$ cat src/sptx_pkg.sv
package sptx_pkg;
	localparam int ADDR_W = 8;
	localparam logic [7:0] ADDR_DATA = 8'h00;
	localparam logic [7:0] ADDR_CTRL = 8'h04;
	localparam logic [7:0] ADDR_BAUD = 8'h08;
	localparam logic [7:0] ADDR_STAT = 8'h0c;
	localparam logic [7:0] ADDR_ICLR = 8'h10;
	localparam logic [7:0] ADDR_IEN = 8'h14;
	localparam int CTRL_W = 12;
	localparam int C_EN = 0;
	localparam int C_B8 = 1;
	localparam int C_U2X = 2;
	localparam int C_SYNC = 3;
	localparam int C_MSTR = 4;
	localparam int C_POL = 5;
	localparam int C_STOP = 6;
	localparam int C_PODD = 7;
	localparam int C_PEN = 8;
	localparam int C_CSZ = 9;
	localparam logic [11:0] CTRL_RST = 12'h600;
	localparam int BAUD_W = 12;
	localparam logic [11:0] BAUD_RST = 12'h000;
	localparam int ST_EMPTY = 0;
	localparam int ST_TXC = 1;
	localparam logic [1:0] IEN_RST = 2'h0;
	localparam logic [3:0] PRE_NORM = 4'hf;
	localparam logic [3:0] PRE_DBL = 4'h7;
	localparam logic [1:0] RESP_OKAY = 2'h0;
	localparam logic [1:0] RESP_SLVERR = 2'h2;
	localparam int FRAME_W = 13;
endpackage

$ cat src/sptx_tick.sv
`timescale 1ns/100ps
`default_nettype none
module sptx_tick #(
	parameter int DIV_W = 12
) (
	input wire logic aclk,
	input wire logic aresetn,
	input wire logic [DIV_W-1:0] div,
	input wire logic double_speed,
	input wire logic sync_mode,
	input wire logic sync_master,
	input wire logic clk_pol,
	input wire logic active,
	input wire logic xck_in,
	output logic bit_tick,
	output logic xck_out,
	output logic xck_oe_n
);
	typedef struct packed {
		logic [DIV_W-1:0] cnt;
		logic [3:0] pre;
		logic s1;
		logic s2;
		logic d;
		logic xo;
		logic oe_n;
		logic tick;
	} sptx_tick_t;
	sptx_tick_t st_r, st_nxt;

	always_comb begin
		st_nxt = st_r;
		st_nxt.tick = 1'b0;
		st_nxt.s1 = xck_in;
		st_nxt.s2 = st_r.s1;
		st_nxt.d = st_r.s2;
		if (sync_mode && !sync_master) begin
			// Change edge of the external transfer clock
			if (st_r.s2 != st_r.d && st_r.s2 == !clk_pol) begin
				st_nxt.tick = 1'b1;
			end
		end else if (st_r.cnt == '0) begin
			st_nxt.cnt = div;
			if (sync_mode) begin
				if (active) begin
					st_nxt.xo = !st_r.xo;
					st_nxt.tick = (!st_r.xo) == !clk_pol;
				end
			end else begin
				st_nxt.pre = st_r.pre + 4'h1;
				if (st_r.pre == (double_speed ? sptx_pkg::PRE_DBL : sptx_pkg::PRE_NORM)) begin
					st_nxt.pre = 4'h0;
					st_nxt.tick = 1'b1;
				end
			end
		end else begin
			st_nxt.cnt = st_r.cnt - 1'b1;
		end
		st_nxt.oe_n = !(sync_mode && sync_master && active);
	end

	always_ff @(posedge aclk) begin
		if (!aresetn) begin
			st_r <= '{oe_n: 1'b1, default: '0};
		end else begin
			st_r <= st_nxt;
		end
	end

	assign bit_tick = st_r.tick;
	assign xck_out = st_r.xo;
	assign xck_oe_n = st_r.oe_n;
endmodule
`default_nettype wire

$ cat src/sptx_shift.sv
`timescale 1ns/100ps
`default_nettype none
module sptx_shift (
	input wire logic aclk,
	input wire logic aresetn,
	input wire logic load,
	input wire logic [8:0] data,
	input wire logic [3:0] nbits,
	input wire logic par_en,
	input wire logic par_odd,
	input wire logic two_stop,
	input wire logic bit_tick,
	output logic busy,
	output logic txd,
	output logic done
);
	typedef enum {SH_IDLE, SH_RUN} sptx_sh_state_t;
	typedef struct packed {
		sptx_sh_state_t state;
		logic [sptx_pkg::FRAME_W-1:0] sr;
		logic [3:0] cnt;
		logic [3:0] len;
		logic busy;
		logic txd;
		logic done;
	} sptx_sh_t;
	sptx_sh_t st_r, st_nxt;

	always_comb begin
		logic [sptx_pkg::FRAME_W-1:0] fr;
		logic par;
		fr = '1;
		par = par_odd;
		st_nxt = st_r;
		st_nxt.done = 1'b0;
		fr[0] = 1'b0;
		for (int i = 0; i < 9; i++) begin
			if (i < int'(nbits)) begin
				fr[i+1] = data[i];
				par = par ^ data[i];
			end
		end
		if (par_en) begin
			fr[int'(nbits)+1] = par;
		end
		case (st_r.state)
			SH_IDLE: begin
				if (load) begin
					st_nxt.sr = fr;
					st_nxt.len = nbits + 4'(par_en) + 4'(two_stop) + 4'h2;
					st_nxt.cnt = st_nxt.len;
					st_nxt.state = SH_RUN;
				end
			end
			SH_RUN: begin
				if (bit_tick) begin
					if (st_r.cnt != 4'h0) begin
						st_nxt.txd = st_r.sr[0];
						st_nxt.sr = {1'b1, st_r.sr[sptx_pkg::FRAME_W-1:1]};
						st_nxt.cnt = st_r.cnt - 4'h1;
					end else begin
						st_nxt.state = SH_IDLE;
						st_nxt.txd = 1'b1;
						st_nxt.done = 1'b1;
					end
				end
			end
			default: begin
				st_nxt.state = SH_IDLE;
			end
		endcase
		st_nxt.busy = st_nxt.state == SH_RUN;
	end

	always_ff @(posedge aclk) begin
		if (!aresetn) begin
			st_r <= '{state: SH_IDLE, txd: 1'b1, default: '0};
		end else begin
			st_r <= st_nxt;
		end
	end

	assign busy = st_r.busy;
	assign txd = st_r.txd;
	assign done = st_r.done;
endmodule
`default_nettype wire

$ cat src/sptx_top.sv
// Decided for this implementation: the placing of the registers and the AXI4-Lite interface to the registers.
`timescale 1ns/100ps
`default_nettype none
// Summary of operation
// Transmit enable hands the serial output pin to the transmitter.
// Synchronous mode uses the transfer clock pin to pace bits.
// Writing the data register loads the buffer and starts sending.
// Buffer moves to shift register whenever the shift register is idle.
// Loaded shift register sends one frame at divider or external clock rate.
// Data bits above the configured character size are ignored.
// Ninth bit comes from the control bit; software sets it first.
// Buffer-empty and transmit-complete flags each raise their own interrupt.
// Buffer-empty flag is high exactly when the buffer holds nothing.
// Software writes zero to the buffer-empty flag position.
// Buffer-empty interrupt stays raised while enabled and the flag is set.
// A data register write clears the buffer-empty flag.
// Software configures rate, mode and format before transmitting.
// Software writes a character only after buffer-empty is seen set.
// Transmit-complete sets when frame ends with buffer empty; write one clears.
// Disabling waits for buffer and shift register to drain, then frees pin.
// Parity bit sits after the last data bit, before the stop bits.
// Frame: low start bit, data LSB first, one or two high stops.
// Enabled with no frame in progress, the line idles high.
module sptx_top (
	input wire logic aclk,
	input wire logic aresetn,
	input wire logic [sptx_pkg::ADDR_W-1:0] s_axi_awaddr,
	input wire logic s_axi_awvalid,
	output logic s_axi_awready,
	input wire logic [31:0] s_axi_wdata,
	input wire logic [3:0] s_axi_wstrb,
	input wire logic s_axi_wvalid,
	output logic s_axi_wready,
	output logic [1:0] s_axi_bresp,
	output logic s_axi_bvalid,
	input wire logic s_axi_bready,
	input wire logic [sptx_pkg::ADDR_W-1:0] s_axi_araddr,
	input wire logic s_axi_arvalid,
	output logic s_axi_arready,
	output logic [31:0] s_axi_rdata,
	output logic [1:0] s_axi_rresp,
	output logic s_axi_rvalid,
	input wire logic s_axi_rready,
	output logic txd_out,
	output logic txd_oe_n,
	input wire logic xck_in,
	output logic xck_out,
	output logic xck_oe_n,
	output logic irq
);
	typedef struct packed {
		logic awready;
		logic wready;
		logic bvalid;
		logic [1:0] bresp;
		logic arready;
		logic rvalid;
		logic [1:0] rresp;
		logic [31:0] rdata;
		logic aw_hold;
		logic w_hold;
		logic [sptx_pkg::ADDR_W-1:0] awaddr;
		logic [31:0] wdata;
		logic [3:0] wstrb;
		logic [sptx_pkg::CTRL_W-1:0] ctrl;
		logic [sptx_pkg::BAUD_W-1:0] baud;
		logic [1:0] ien;
		logic [8:0] buf_data;
		logic buf_full;
		logic tx_complete;
		logic active;
		logic oe_n;
		logic irq;
	} sptx_top_t;
	sptx_top_t st_r, st_nxt;

	logic load_w;
	logic sh_busy;
	logic sh_done;
	logic sh_txd;
	logic bit_tick;
	logic [3:0] nbits;
	logic [1:0] stat;

	function automatic logic [31:0] merge(
		input logic [31:0] old,
		input logic [31:0] wd,
		input logic [3:0] be
	);
		logic [31:0] m;
		m = '0;
		for (int i = 0; i < 4; i++) begin
			m[i*8 +: 8] = {8{be[i]}};
		end
		return (old & ~m) | (wd & m);
	endfunction

	// Character size field to number of data bits
	always_comb begin
		case (st_r.ctrl[sptx_pkg::C_CSZ +: 3])
			3'h0: nbits = 4'h5;
			3'h1: nbits = 4'h6;
			3'h2: nbits = 4'h7;
			3'h7: nbits = 4'h9;
			default: nbits = 4'h8;
		endcase
	end

	assign stat = {st_r.tx_complete, !st_r.buf_full};
	assign load_w = st_r.buf_full && !sh_busy && st_r.active;

	always_comb begin
		logic wr_go;
		logic [31:0] wm;
		wr_go = 1'b0;
		wm = '0;
		st_nxt = st_r;
		if (s_axi_awvalid && st_r.awready) begin
			st_nxt.aw_hold = 1'b1;
			st_nxt.awaddr = s_axi_awaddr;
		end
		if (s_axi_wvalid && st_r.wready) begin
			st_nxt.w_hold = 1'b1;
			st_nxt.wdata = s_axi_wdata;
			st_nxt.wstrb = s_axi_wstrb;
		end
		if (st_r.bvalid && s_axi_bready) begin
			st_nxt.bvalid = 1'b0;
		end
		if (load_w) begin
			st_nxt.buf_full = 1'b0;
		end
		wr_go = st_nxt.aw_hold && st_nxt.w_hold && !st_nxt.bvalid;
		if (wr_go) begin
			st_nxt.aw_hold = 1'b0;
			st_nxt.w_hold = 1'b0;
			st_nxt.bvalid = 1'b1;
			st_nxt.bresp = sptx_pkg::RESP_OKAY;
			case (st_nxt.awaddr)
				sptx_pkg::ADDR_DATA: begin
					if (st_nxt.wstrb[0]) begin
						st_nxt.buf_data = {st_r.ctrl[sptx_pkg::C_B8], st_nxt.wdata[7:0]};
						st_nxt.buf_full = 1'b1;
					end
				end
				sptx_pkg::ADDR_CTRL: begin
					wm = merge(32'(st_r.ctrl), st_nxt.wdata, st_nxt.wstrb);
					st_nxt.ctrl = wm[sptx_pkg::CTRL_W-1:0];
				end
				sptx_pkg::ADDR_BAUD: begin
					wm = merge(32'(st_r.baud), st_nxt.wdata, st_nxt.wstrb);
					st_nxt.baud = wm[sptx_pkg::BAUD_W-1:0];
				end
				sptx_pkg::ADDR_ICLR: begin
					if (st_nxt.wstrb[0] && st_nxt.wdata[sptx_pkg::ST_TXC]) begin
						st_nxt.tx_complete = 1'b0;
					end
				end
				sptx_pkg::ADDR_IEN: begin
					if (st_nxt.wstrb[0]) begin
						st_nxt.ien = st_nxt.wdata[1:0];
					end
				end
				sptx_pkg::ADDR_STAT: begin
					st_nxt.bresp = sptx_pkg::RESP_OKAY;
				end
				default: begin
					st_nxt.bresp = sptx_pkg::RESP_SLVERR;
				end
			endcase
		end
		// Completion event wins over a same-cycle clear
		if (sh_done && !st_r.buf_full) begin
			st_nxt.tx_complete = 1'b1;
		end
		if (st_r.rvalid && s_axi_rready) begin
			st_nxt.rvalid = 1'b0;
		end
		if (s_axi_arvalid && st_r.arready) begin
			st_nxt.rvalid = 1'b1;
			st_nxt.rresp = sptx_pkg::RESP_OKAY;
			st_nxt.rdata = '0;
			case (s_axi_araddr)
				sptx_pkg::ADDR_DATA: st_nxt.rdata = 32'(st_r.buf_data);
				sptx_pkg::ADDR_CTRL: st_nxt.rdata = 32'(st_r.ctrl);
				sptx_pkg::ADDR_BAUD: st_nxt.rdata = 32'(st_r.baud);
				sptx_pkg::ADDR_STAT: st_nxt.rdata = 32'(stat);
				sptx_pkg::ADDR_ICLR: st_nxt.rdata = '0;
				sptx_pkg::ADDR_IEN: st_nxt.rdata = 32'(st_r.ien);
				default: st_nxt.rresp = sptx_pkg::RESP_SLVERR;
			endcase
		end
		st_nxt.arready = !st_nxt.rvalid;
		st_nxt.awready = !st_nxt.aw_hold && !st_nxt.bvalid;
		st_nxt.wready = !st_nxt.w_hold && !st_nxt.bvalid;
		// Stay active until buffer and shifter drain
		st_nxt.active = st_nxt.ctrl[sptx_pkg::C_EN] || sh_busy || load_w
			|| st_nxt.buf_full;
		st_nxt.oe_n = !st_nxt.active;
		st_nxt.irq = |(stat & st_r.ien);
	end

	always_ff @(posedge aclk) begin
		if (!aresetn) begin
			st_r <= '{ctrl: sptx_pkg::CTRL_RST, baud: sptx_pkg::BAUD_RST,
				ien: sptx_pkg::IEN_RST, oe_n: 1'b1, default: '0};
		end else begin
			st_r <= st_nxt;
		end
	end

	sptx_tick #(
		.DIV_W(sptx_pkg::BAUD_W)
	) u_tick (
		.aclk(aclk),
		.aresetn(aresetn),
		.div(st_r.baud),
		.double_speed(st_r.ctrl[sptx_pkg::C_U2X]),
		.sync_mode(st_r.ctrl[sptx_pkg::C_SYNC]),
		.sync_master(st_r.ctrl[sptx_pkg::C_MSTR]),
		.clk_pol(st_r.ctrl[sptx_pkg::C_POL]),
		.active(st_r.active),
		.xck_in(xck_in),
		.bit_tick(bit_tick),
		.xck_out(xck_out),
		.xck_oe_n(xck_oe_n)
	);

	sptx_shift u_shift (
		.aclk(aclk),
		.aresetn(aresetn),
		.load(load_w),
		.data(st_r.buf_data),
		.nbits(nbits),
		.par_en(st_r.ctrl[sptx_pkg::C_PEN]),
		.par_odd(st_r.ctrl[sptx_pkg::C_PODD]),
		.two_stop(st_r.ctrl[sptx_pkg::C_STOP]),
		.bit_tick(bit_tick),
		.busy(sh_busy),
		.txd(sh_txd),
		.done(sh_done)
	);

	assign s_axi_awready = st_r.awready;
	assign s_axi_wready = st_r.wready;
	assign s_axi_bvalid = st_r.bvalid;
	assign s_axi_bresp = st_r.bresp;
	assign s_axi_arready = st_r.arready;
	assign s_axi_rvalid = st_r.rvalid;
	assign s_axi_rresp = st_r.rresp;
	assign s_axi_rdata = st_r.rdata;
	assign txd_out = sh_txd;
	assign txd_oe_n = st_r.oe_n;
	assign irq = st_r.irq;
endmodule
`default_nettype wire

$ cat config.mk
export PLATFORM = sky130hd
export DESIGN_NAME = sptx_top
export DESIGN_NICKNAME = d
export VERILOG_FILES = /design/src/sptx_pkg.sv /design/src/sptx_tick.sv /design/src/sptx_shift.sv /design/src/sptx_top.sv
export SDC_FILE = /design/constraint.sdc
export NUM_CORES = 1
export LEC_CHECK = 0
export ABC_AREA = 1
export BUFFER_PORTS_ARGS = -buffer_cell sky130_fd_sc_hd__buf_2
export CORE_ASPECT_RATIO = 0.6
export CORE_MARGIN = 2
export CORE_UTILIZATION = 45
export CTS_CLUSTER_SIZE = 20
export DETAILED_ROUTE_END_ITERATION = 10
export PLACE_DENSITY_LB_ADDON = 0.3
export SLEW_MARGIN = 40
export SYNTH_ARGS = -nofsm -noshare
export SYNTH_HDL_FRONTEND = slang
export SYNTH_SLANG_ARGS = --single-unit
$ cat constraint.sdc
create_clock -name aclk -period 2 [get_ports aclk]
set_input_delay 0.1 -clock aclk [delete_from_list [all_inputs] [get_ports aclk]]
set_output_delay 0.1 -clock aclk [all_outputs]
set_load 0.01 [all_outputs]
Word-level counts from Yosys, hierarchy flattened --
Cells that the tools add are included.
Storage, ports and cells: register bits after elaboration 205, bits of input ports 60, logic and storage cells 216
Cells by class: add/subtract/negate cells 7, magnitude comparators 11, equality and inequality tests 22, muxes and demuxes 63, bitwise logic cells 18, reductions and logical operators 57
Operators with widths (count):
- 32-bit one-hot mux with 2 select lines | 1
- 12-bit one-hot mux with 5 select lines | 1
- 53-bit two-way mux | 1
- 49-bit two-way mux | 1
- 12-bit bitwise AND | 3
- 1-bit two-way mux | 36
- 36-bit two-way mux | 1
- 35-bit two-way mux | 1
- 17-bit one-hot mux with 2 select lines | 1
- 32-bit by 1-bit == test with 1-bit output (second input constant) | 1
- 32-bit by 2-bit == test with 1-bit output (second input constant) | 1
- 8-bit by 4-bit == test with 1-bit output (second input constant) | 4
- 8-bit by 5-bit == test with 1-bit output (second input constant) | 4
- 32-bit by 1-bit >= comparator with 1-bit output (second input constant) | 1
- 32-bit logical NOT | 1
- 32-bit by 6-bit less-than comparator with 1-bit output (second input constant) | 1
- 32-bit two-way mux | 1
- 26-bit two-way mux | 1
- 12-bit two-way mux | 2
- 12-bit OR | 2
- 10-bit two-way mux | 2
- 1-bit logical AND | 18
- 17-bit two-way mux | 1
- 8-bit by 3-bit == test with 1-bit output (second input constant) | 2
- 42 further kinds | 90

Longest topological paths before layout --
word-level depth 25, depth in mapped cells 14

Cells and area by module --
Synthesis repeated with hierarchy kept, for this count alone.
Unflattened totals: cell total of the unflattened synthesis 1183, area, all modules 8160.3 µm²
By module, submodules not included:
- sptx_top | instances 1, cells an instance 595, area each 4130.2 µm², seq. area each 1661.6 µm²
- sptx_shift | instances 1, cells an instance 356, area each 2567.5 µm², seq. area each 1041.0 µm²
- sptx_tick | instances 1, cells an instance 232, area each 1462.7 µm², seq. area each 440.4 µm²

Worst setup path after synthesis --
Ideal clock, no wire load.
kind reg2reg, start point register st_r (netlist bit s_axi_awready), end point register st_r (netlist bit txd_oe_n), setup time 0.108 ns, arrival 1.546 ns, slack 0.346 ns, stages on the path, launching flop included 13, path buffers 1, period minus slack after synthesis 1.654 ns, cell sequence dfxtp_1 nand2_4 inv_4 o22ai_2 a21oi_2 nand2_2 nor2_1 nand3_2 buf_6 nand3_2 nand2_1 nand2_2 inv_2
On the way: cells in the longest elaborated chain, start to end 9
Ends and longest elaborated chain:
- start, declared | line sptx_top.sv:75 | sptx_top_t st_r, st_nxt;
- start signal, assigned | line sptx_top.sv:205 | st_r <= '{ctrl: sptx_pkg::CTRL_RST, baud: sptx_pkg::BAUD_RST,
- start signal, assigned | line sptx_top.sv:208 | st_r <= st_nxt;
- 1-bit logical AND * | line sptx_top.sv:118 | if (s_axi_awvalid && st_r.awready) begin
- 8-bit two-way mux / 1-bit two-way mux (equally long branches) | line sptx_top.sv:118
- 8-bit by 3-bit == test with 1-bit output / 1-bit logical AND (equally long branches) | line sptx_top.sv:139, sptx_top.sv:133
- 1-bit two-way mux / 1-bit logical AND (equally long branches) | line sptx_top.sv:139, sptx_top.sv:133
- 26-bit two-way mux * | line sptx_top.sv:134 | if (wr_go) begin
- 1-bit logical OR (2 in series) | line sptx_top.sv:197 | st_nxt.active = st_nxt.ctrl[sptx_pkg::C_EN] || sh_busy || load_w
- 1-bit logical OR * | line sptx_top.sv:198 | || st_nxt.buf_full;
- 1-bit logical NOT * | line sptx_top.sv:199 | st_nxt.oe_n = !st_nxt.active;
Every way passes the cells marked *; elsewhere a longest branch is shown, timed or not. The select of a mux whose other input is x is not followed. A chain may end at the register's enable or synchronous reset.

Worst setup path after layout --
start point register u_shift.st_r[51] in the netlist's numbering, end point register u_shift.st_r[8] in the netlist's numbering
On the way: cells in the longest elaborated chain, start to end 3
Ends and longest elaborated chain:
- start, declared | line sptx_shift.sv:27 | sptx_sh_t st_r, st_nxt;
- start signal, assigned | line sptx_shift.sv:79 | st_r <= st_nxt;
- 32-bit by 1-bit == test with 1-bit output / 32-bit logical NOT (equally long branches) | line sptx_shift.sv:46 | case (st_r.state)
- 2-bit by 1-bit != test with 1-bit output (no line) (tied with other cells)
- 4-bit AND reduction (no line)
Parallel ways exist; a longest one is shown, timed or not.

==> results.md <==
Routing:
- The post-route DRC violation count is 0.
- Wires add up to 18000 microns.
- The number of DRC markers after the initial detailed-route iteration is 676.
- The routed via count divided by cell count is 4.87.
- The number of nets with antenna violations after routing is 0.
- Detailed routing inserted a total of 6360 vias.
- The iteration count of the initial detailed-routing pass is 5.
- After detailed routing, the average wire length per cell comes to approximately 14 microns.

Placement:
- The final RePlAce weighted congestion is 0.904.
- At the placement stage, the worst setup path has a slack of 0.117 ns.
- The number of placed instances, taps included, is 1263.
- The half-perimeter wire length after placement is 13300 microns.
- In this run the tool buffered the top-level ports with 61 buffer cells.

Timing:
- Setup slack on the critical path of the routed design comes to 0.167 ns.
- The maximum clock rate is around 550 MHz.
- The slew at the pin closest to its max-slew limit is ~0.55 ns.
- The final number of hold-violating endpoints came to 0.
- Measured against its own limit, the worst slew margin works out to 63.1%.
- Adding up every negative setup slack in the final design gives 0 ns.
- Setup repair after global routing left no endpoint under its margin.
- The final-report setup violation count is 0.
- The setup clock skew after layout is roughly 0.017 ns.
- The final count of pins violating max slew is 0.
- The post-route minimum period is between 1.5 and 2 ns.
- The post-route worst hold slack is 0.00847 ns.
- Dividing the final minimum period by the clock period gives about nine tenths.

Global route:
- The via count of the first global-routing pass is roughly 5600.
- The number of antenna violations at the first check in global routing is 0.
- Summed over all layers, the global routing overflow is 0.
- Entering global routing, the biggest net connects 53 pins.
- The first global-routing pass estimated 29000 microns of wire.
- In the global route stage, overall resource usage came out at 21.8%.

Yosys:
- The Yosys warning count is 0.
- The cell area that synthesis handed to floorplanning was 0.00718 sq mm.
- The sequential share of the synthesized area is 43.8%.
- The number of synthesized register bits is 157.
- The fraction of registers with async set or reset after synthesis is 0%.
- The most common cell in the synthesized netlist is nand2_1.
- Yosys mapped a number of flops with a built-in enable equal to 0.
- The gate count after technology mapping is 990.
- Ranked by total cell area, the synthesized netlist is headed by dfxtp_1 44%, nand2_1 9.8%, nor2_1 8.6%.
- The cell taking the most area after synthesis is dfxtp_1.
- The commonest cells after synthesis are 187 x nand2_1, 164 x nor2_1, 157 x dfxtp_1.
- Counting distinct cell types in the post-synthesis netlist gives 56.
- The area fraction of the dominant cell type after synthesis is 43.8%.
- The most instantiated flip-flop cell in the synthesis netlist is dfxtp_1.
- Dividing the synthesized area by the synthesized cell count gives 7.25 sq um.

CTS:
- The maximum root-to-sink buffer count is 2.
- The tree built by TritonCTS fans out to approximately 160 sinks.
- Clock-pin slew was measured on the worst setup and hold paths at 0.07 ns.
- The insertion delay of the later-clocked pin in the worst-skew pair is 0.43 ns.
- Clock tree synthesis selected as its root buffer the cell clkbuf_16.
- Counting the buffers created by CTS gives 17.
- The CTS tree is built.
- The H-tree depth is 4.
- Buffers added to address setup during post-CTS repair amount to 0.

Setup path:
- The slack of the worst reg-to-reg path is ~0.17 ns.
- The worst setup path is captured at a flop.
- The end of the critical path is u_shift.st_r[8]$_SDFFE_PN0P_.
- Tracing the worst setup path back leads to its startpoint at u_shift.st_r[51]$_SDFF_PN0_.
- In this run the critical register-to-register path is launched from u_shift.st_r[51]$_SDFF_PN0_.
- The sort of element at the start of the critical path is a flop.
- Measured in cells, the most critical reg-to-reg path has a length of 10.
- The worst endpoint required time is between 2 and 2.5 ns.
- The endpoint arrival time on the critical path is ~2.2 ns.
- The critical setup path kind is flop to flop.
- In this run the critical register-to-register path is captured at u_shift.st_r[8]$_SDFFE_PN0P_.
- In this run the worst path has a maximum fanout of 11.

Floorplanning:
- The initial core utilization is around 46%.
- The number of rows created at floorplan is 35.
- The die outline area is around 0.017 sq mm.
- Measured along the x axis, the die boundary spans 167 microns.
- The top-level I/O count is about 110.
- The placeable core region is about 0.015 sq mm.
- In this run the vertical extent of the chip is 102 microns.

Power and ir drop:
- The peak supply drop is ~460 uV.
- The sum of internal, switching and leakage power is between 0.008 and 0.009 W.
- In this run the power density over the cells is 1020 mW/mm^2.
- For this design the static power due to leakage is 4.02 nW.

Run status:
- The run finished with clean final reports.

Cells and area:
- In the final layout, the multi-input gates occupy 0.00338 sq mm.
- The number of antenna repair diodes is 0.
- The number of standard cells in the final layout excluding fillers is 1305.
- Registers take around 0.0031 sq mm.
- The total number of nets in the final design is ~1200.
- The layout filler cell count is about 1500.
- From synthesis to final layout, the design area changed by 17.7%.
- In the final layout, the share of cells above drive strength 1 is 15.4%.

Min path:
- The path type of the worst min-delay path is input port to flop.

Flow run:
- The count of maximum capacitance violations is 0.
worst max-delay path, stage by stage, from the launching register on:
cell     delay (ns)
dfxtp_1        0.32
nor2_1         0.10
nand3_1        0.07
nor2_1         0.15
nand3_1        0.20
nor2_4         0.20
nor2_1         0.09
inv_1          0.30
o22ai_1        0.12
nor2_1         0.11
nor2_1         0.05
worst min-delay path by stage:
| stage | from | end | slack [ns] | depth (start not counted) |
|---|---|---|---|---|
| after floorplan | xck_in | u_tick.st_nxt[4]$_SDFF_PN0_ | 0.20 | 2 |
| after global placement | xck_in | u_tick.st_nxt[4]$_SDFF_PN0_ | 0.28 | 3 |
| after detailed placement | xck_in | u_tick.st_nxt[4]$_SDFF_PN0_ | 0.29 | 3 |
| after CTS | s_axi_wdata[8] | st_r[52]$_SDFF_PN0_ | 0.01 | 3 |
| after global routing | s_axi_wdata[3] | st_r[47]$_SDFF_PN0_ | 0.04 | 3 |
| final | s_axi_wdata[8] | st_r[52]$_SDFF_PN0_ | 0.008 | 3 |
per-layer routing:
layer,GRT usage [%],vias up,wire [microns]
met5,0,-,0
met4,6.43,0,208
met3,6.47,18,1900
met2,27.8,251,6420
li1,-,3278,-
met1,34.4,2813,9420
logic make-up (layout without fill, tap and decap cells):
| family | after synthesis | in the layout | synth area share [%] |
|---|---|---|---|
| simple gates | 463 | 463 | 28.5 |
| buf+inv | 190 | 250 | 12.1 |
| compound gates | 164 | 164 | 13.2 |
| flops | 157 | 157 | 43.8 |
| xor+xnor | 8 | 8 | 0.976 |
| fa+ha+maj | 7 | 7 | 1.32 |
| other cells | 1 | 53 | 0.0522 |
stage by stage:
step / cell area (sq um) / util, %
finish: 8450 / 54.7
global route: 8450 / 54.7
CTS: 8430 / 54.5
detailed placement: 7720 / 49.9
global placement: 7720 / 49.9
floorplan: 7370 / -
layout by cell type, fill, tap and decap left out, drive strengths merged, types with 19 or more instances in the layout:
master	n
a21oi	49
buf	81
conb	53
dfxtp	157
inv	132
nand2	193
nand3	50
nor2	169
o21ai	76
or2	19
cell type report:
type,instances,share of cell area [%]
inverter,127,5.72
clock inverter,15,2.24
multi-input combinational,695,39.9
sequential,157,37.2
clock buffer,17,5.03
tap,203,3.01
timing repair buffer,91,6.87
what timing repair did:
| action | 4_1_cts | 5_1_grt |
|---|---|---|
| hold buffers | 10 | 0 |
| endpoints found under the hold margin | 11 | 0 |
| endpoints found under the setup margin | 0 | 39 |
| resized for setup | 0 | 7 |
report_power, final:
part           internal, W  leakage (nW)  switching [W]
sequential         0.00336          1.29       0.000143
combinational     0.000658          2.44        0.00111
clock              0.00181         0.298        0.00151
(Power assumes the default switching activity.)
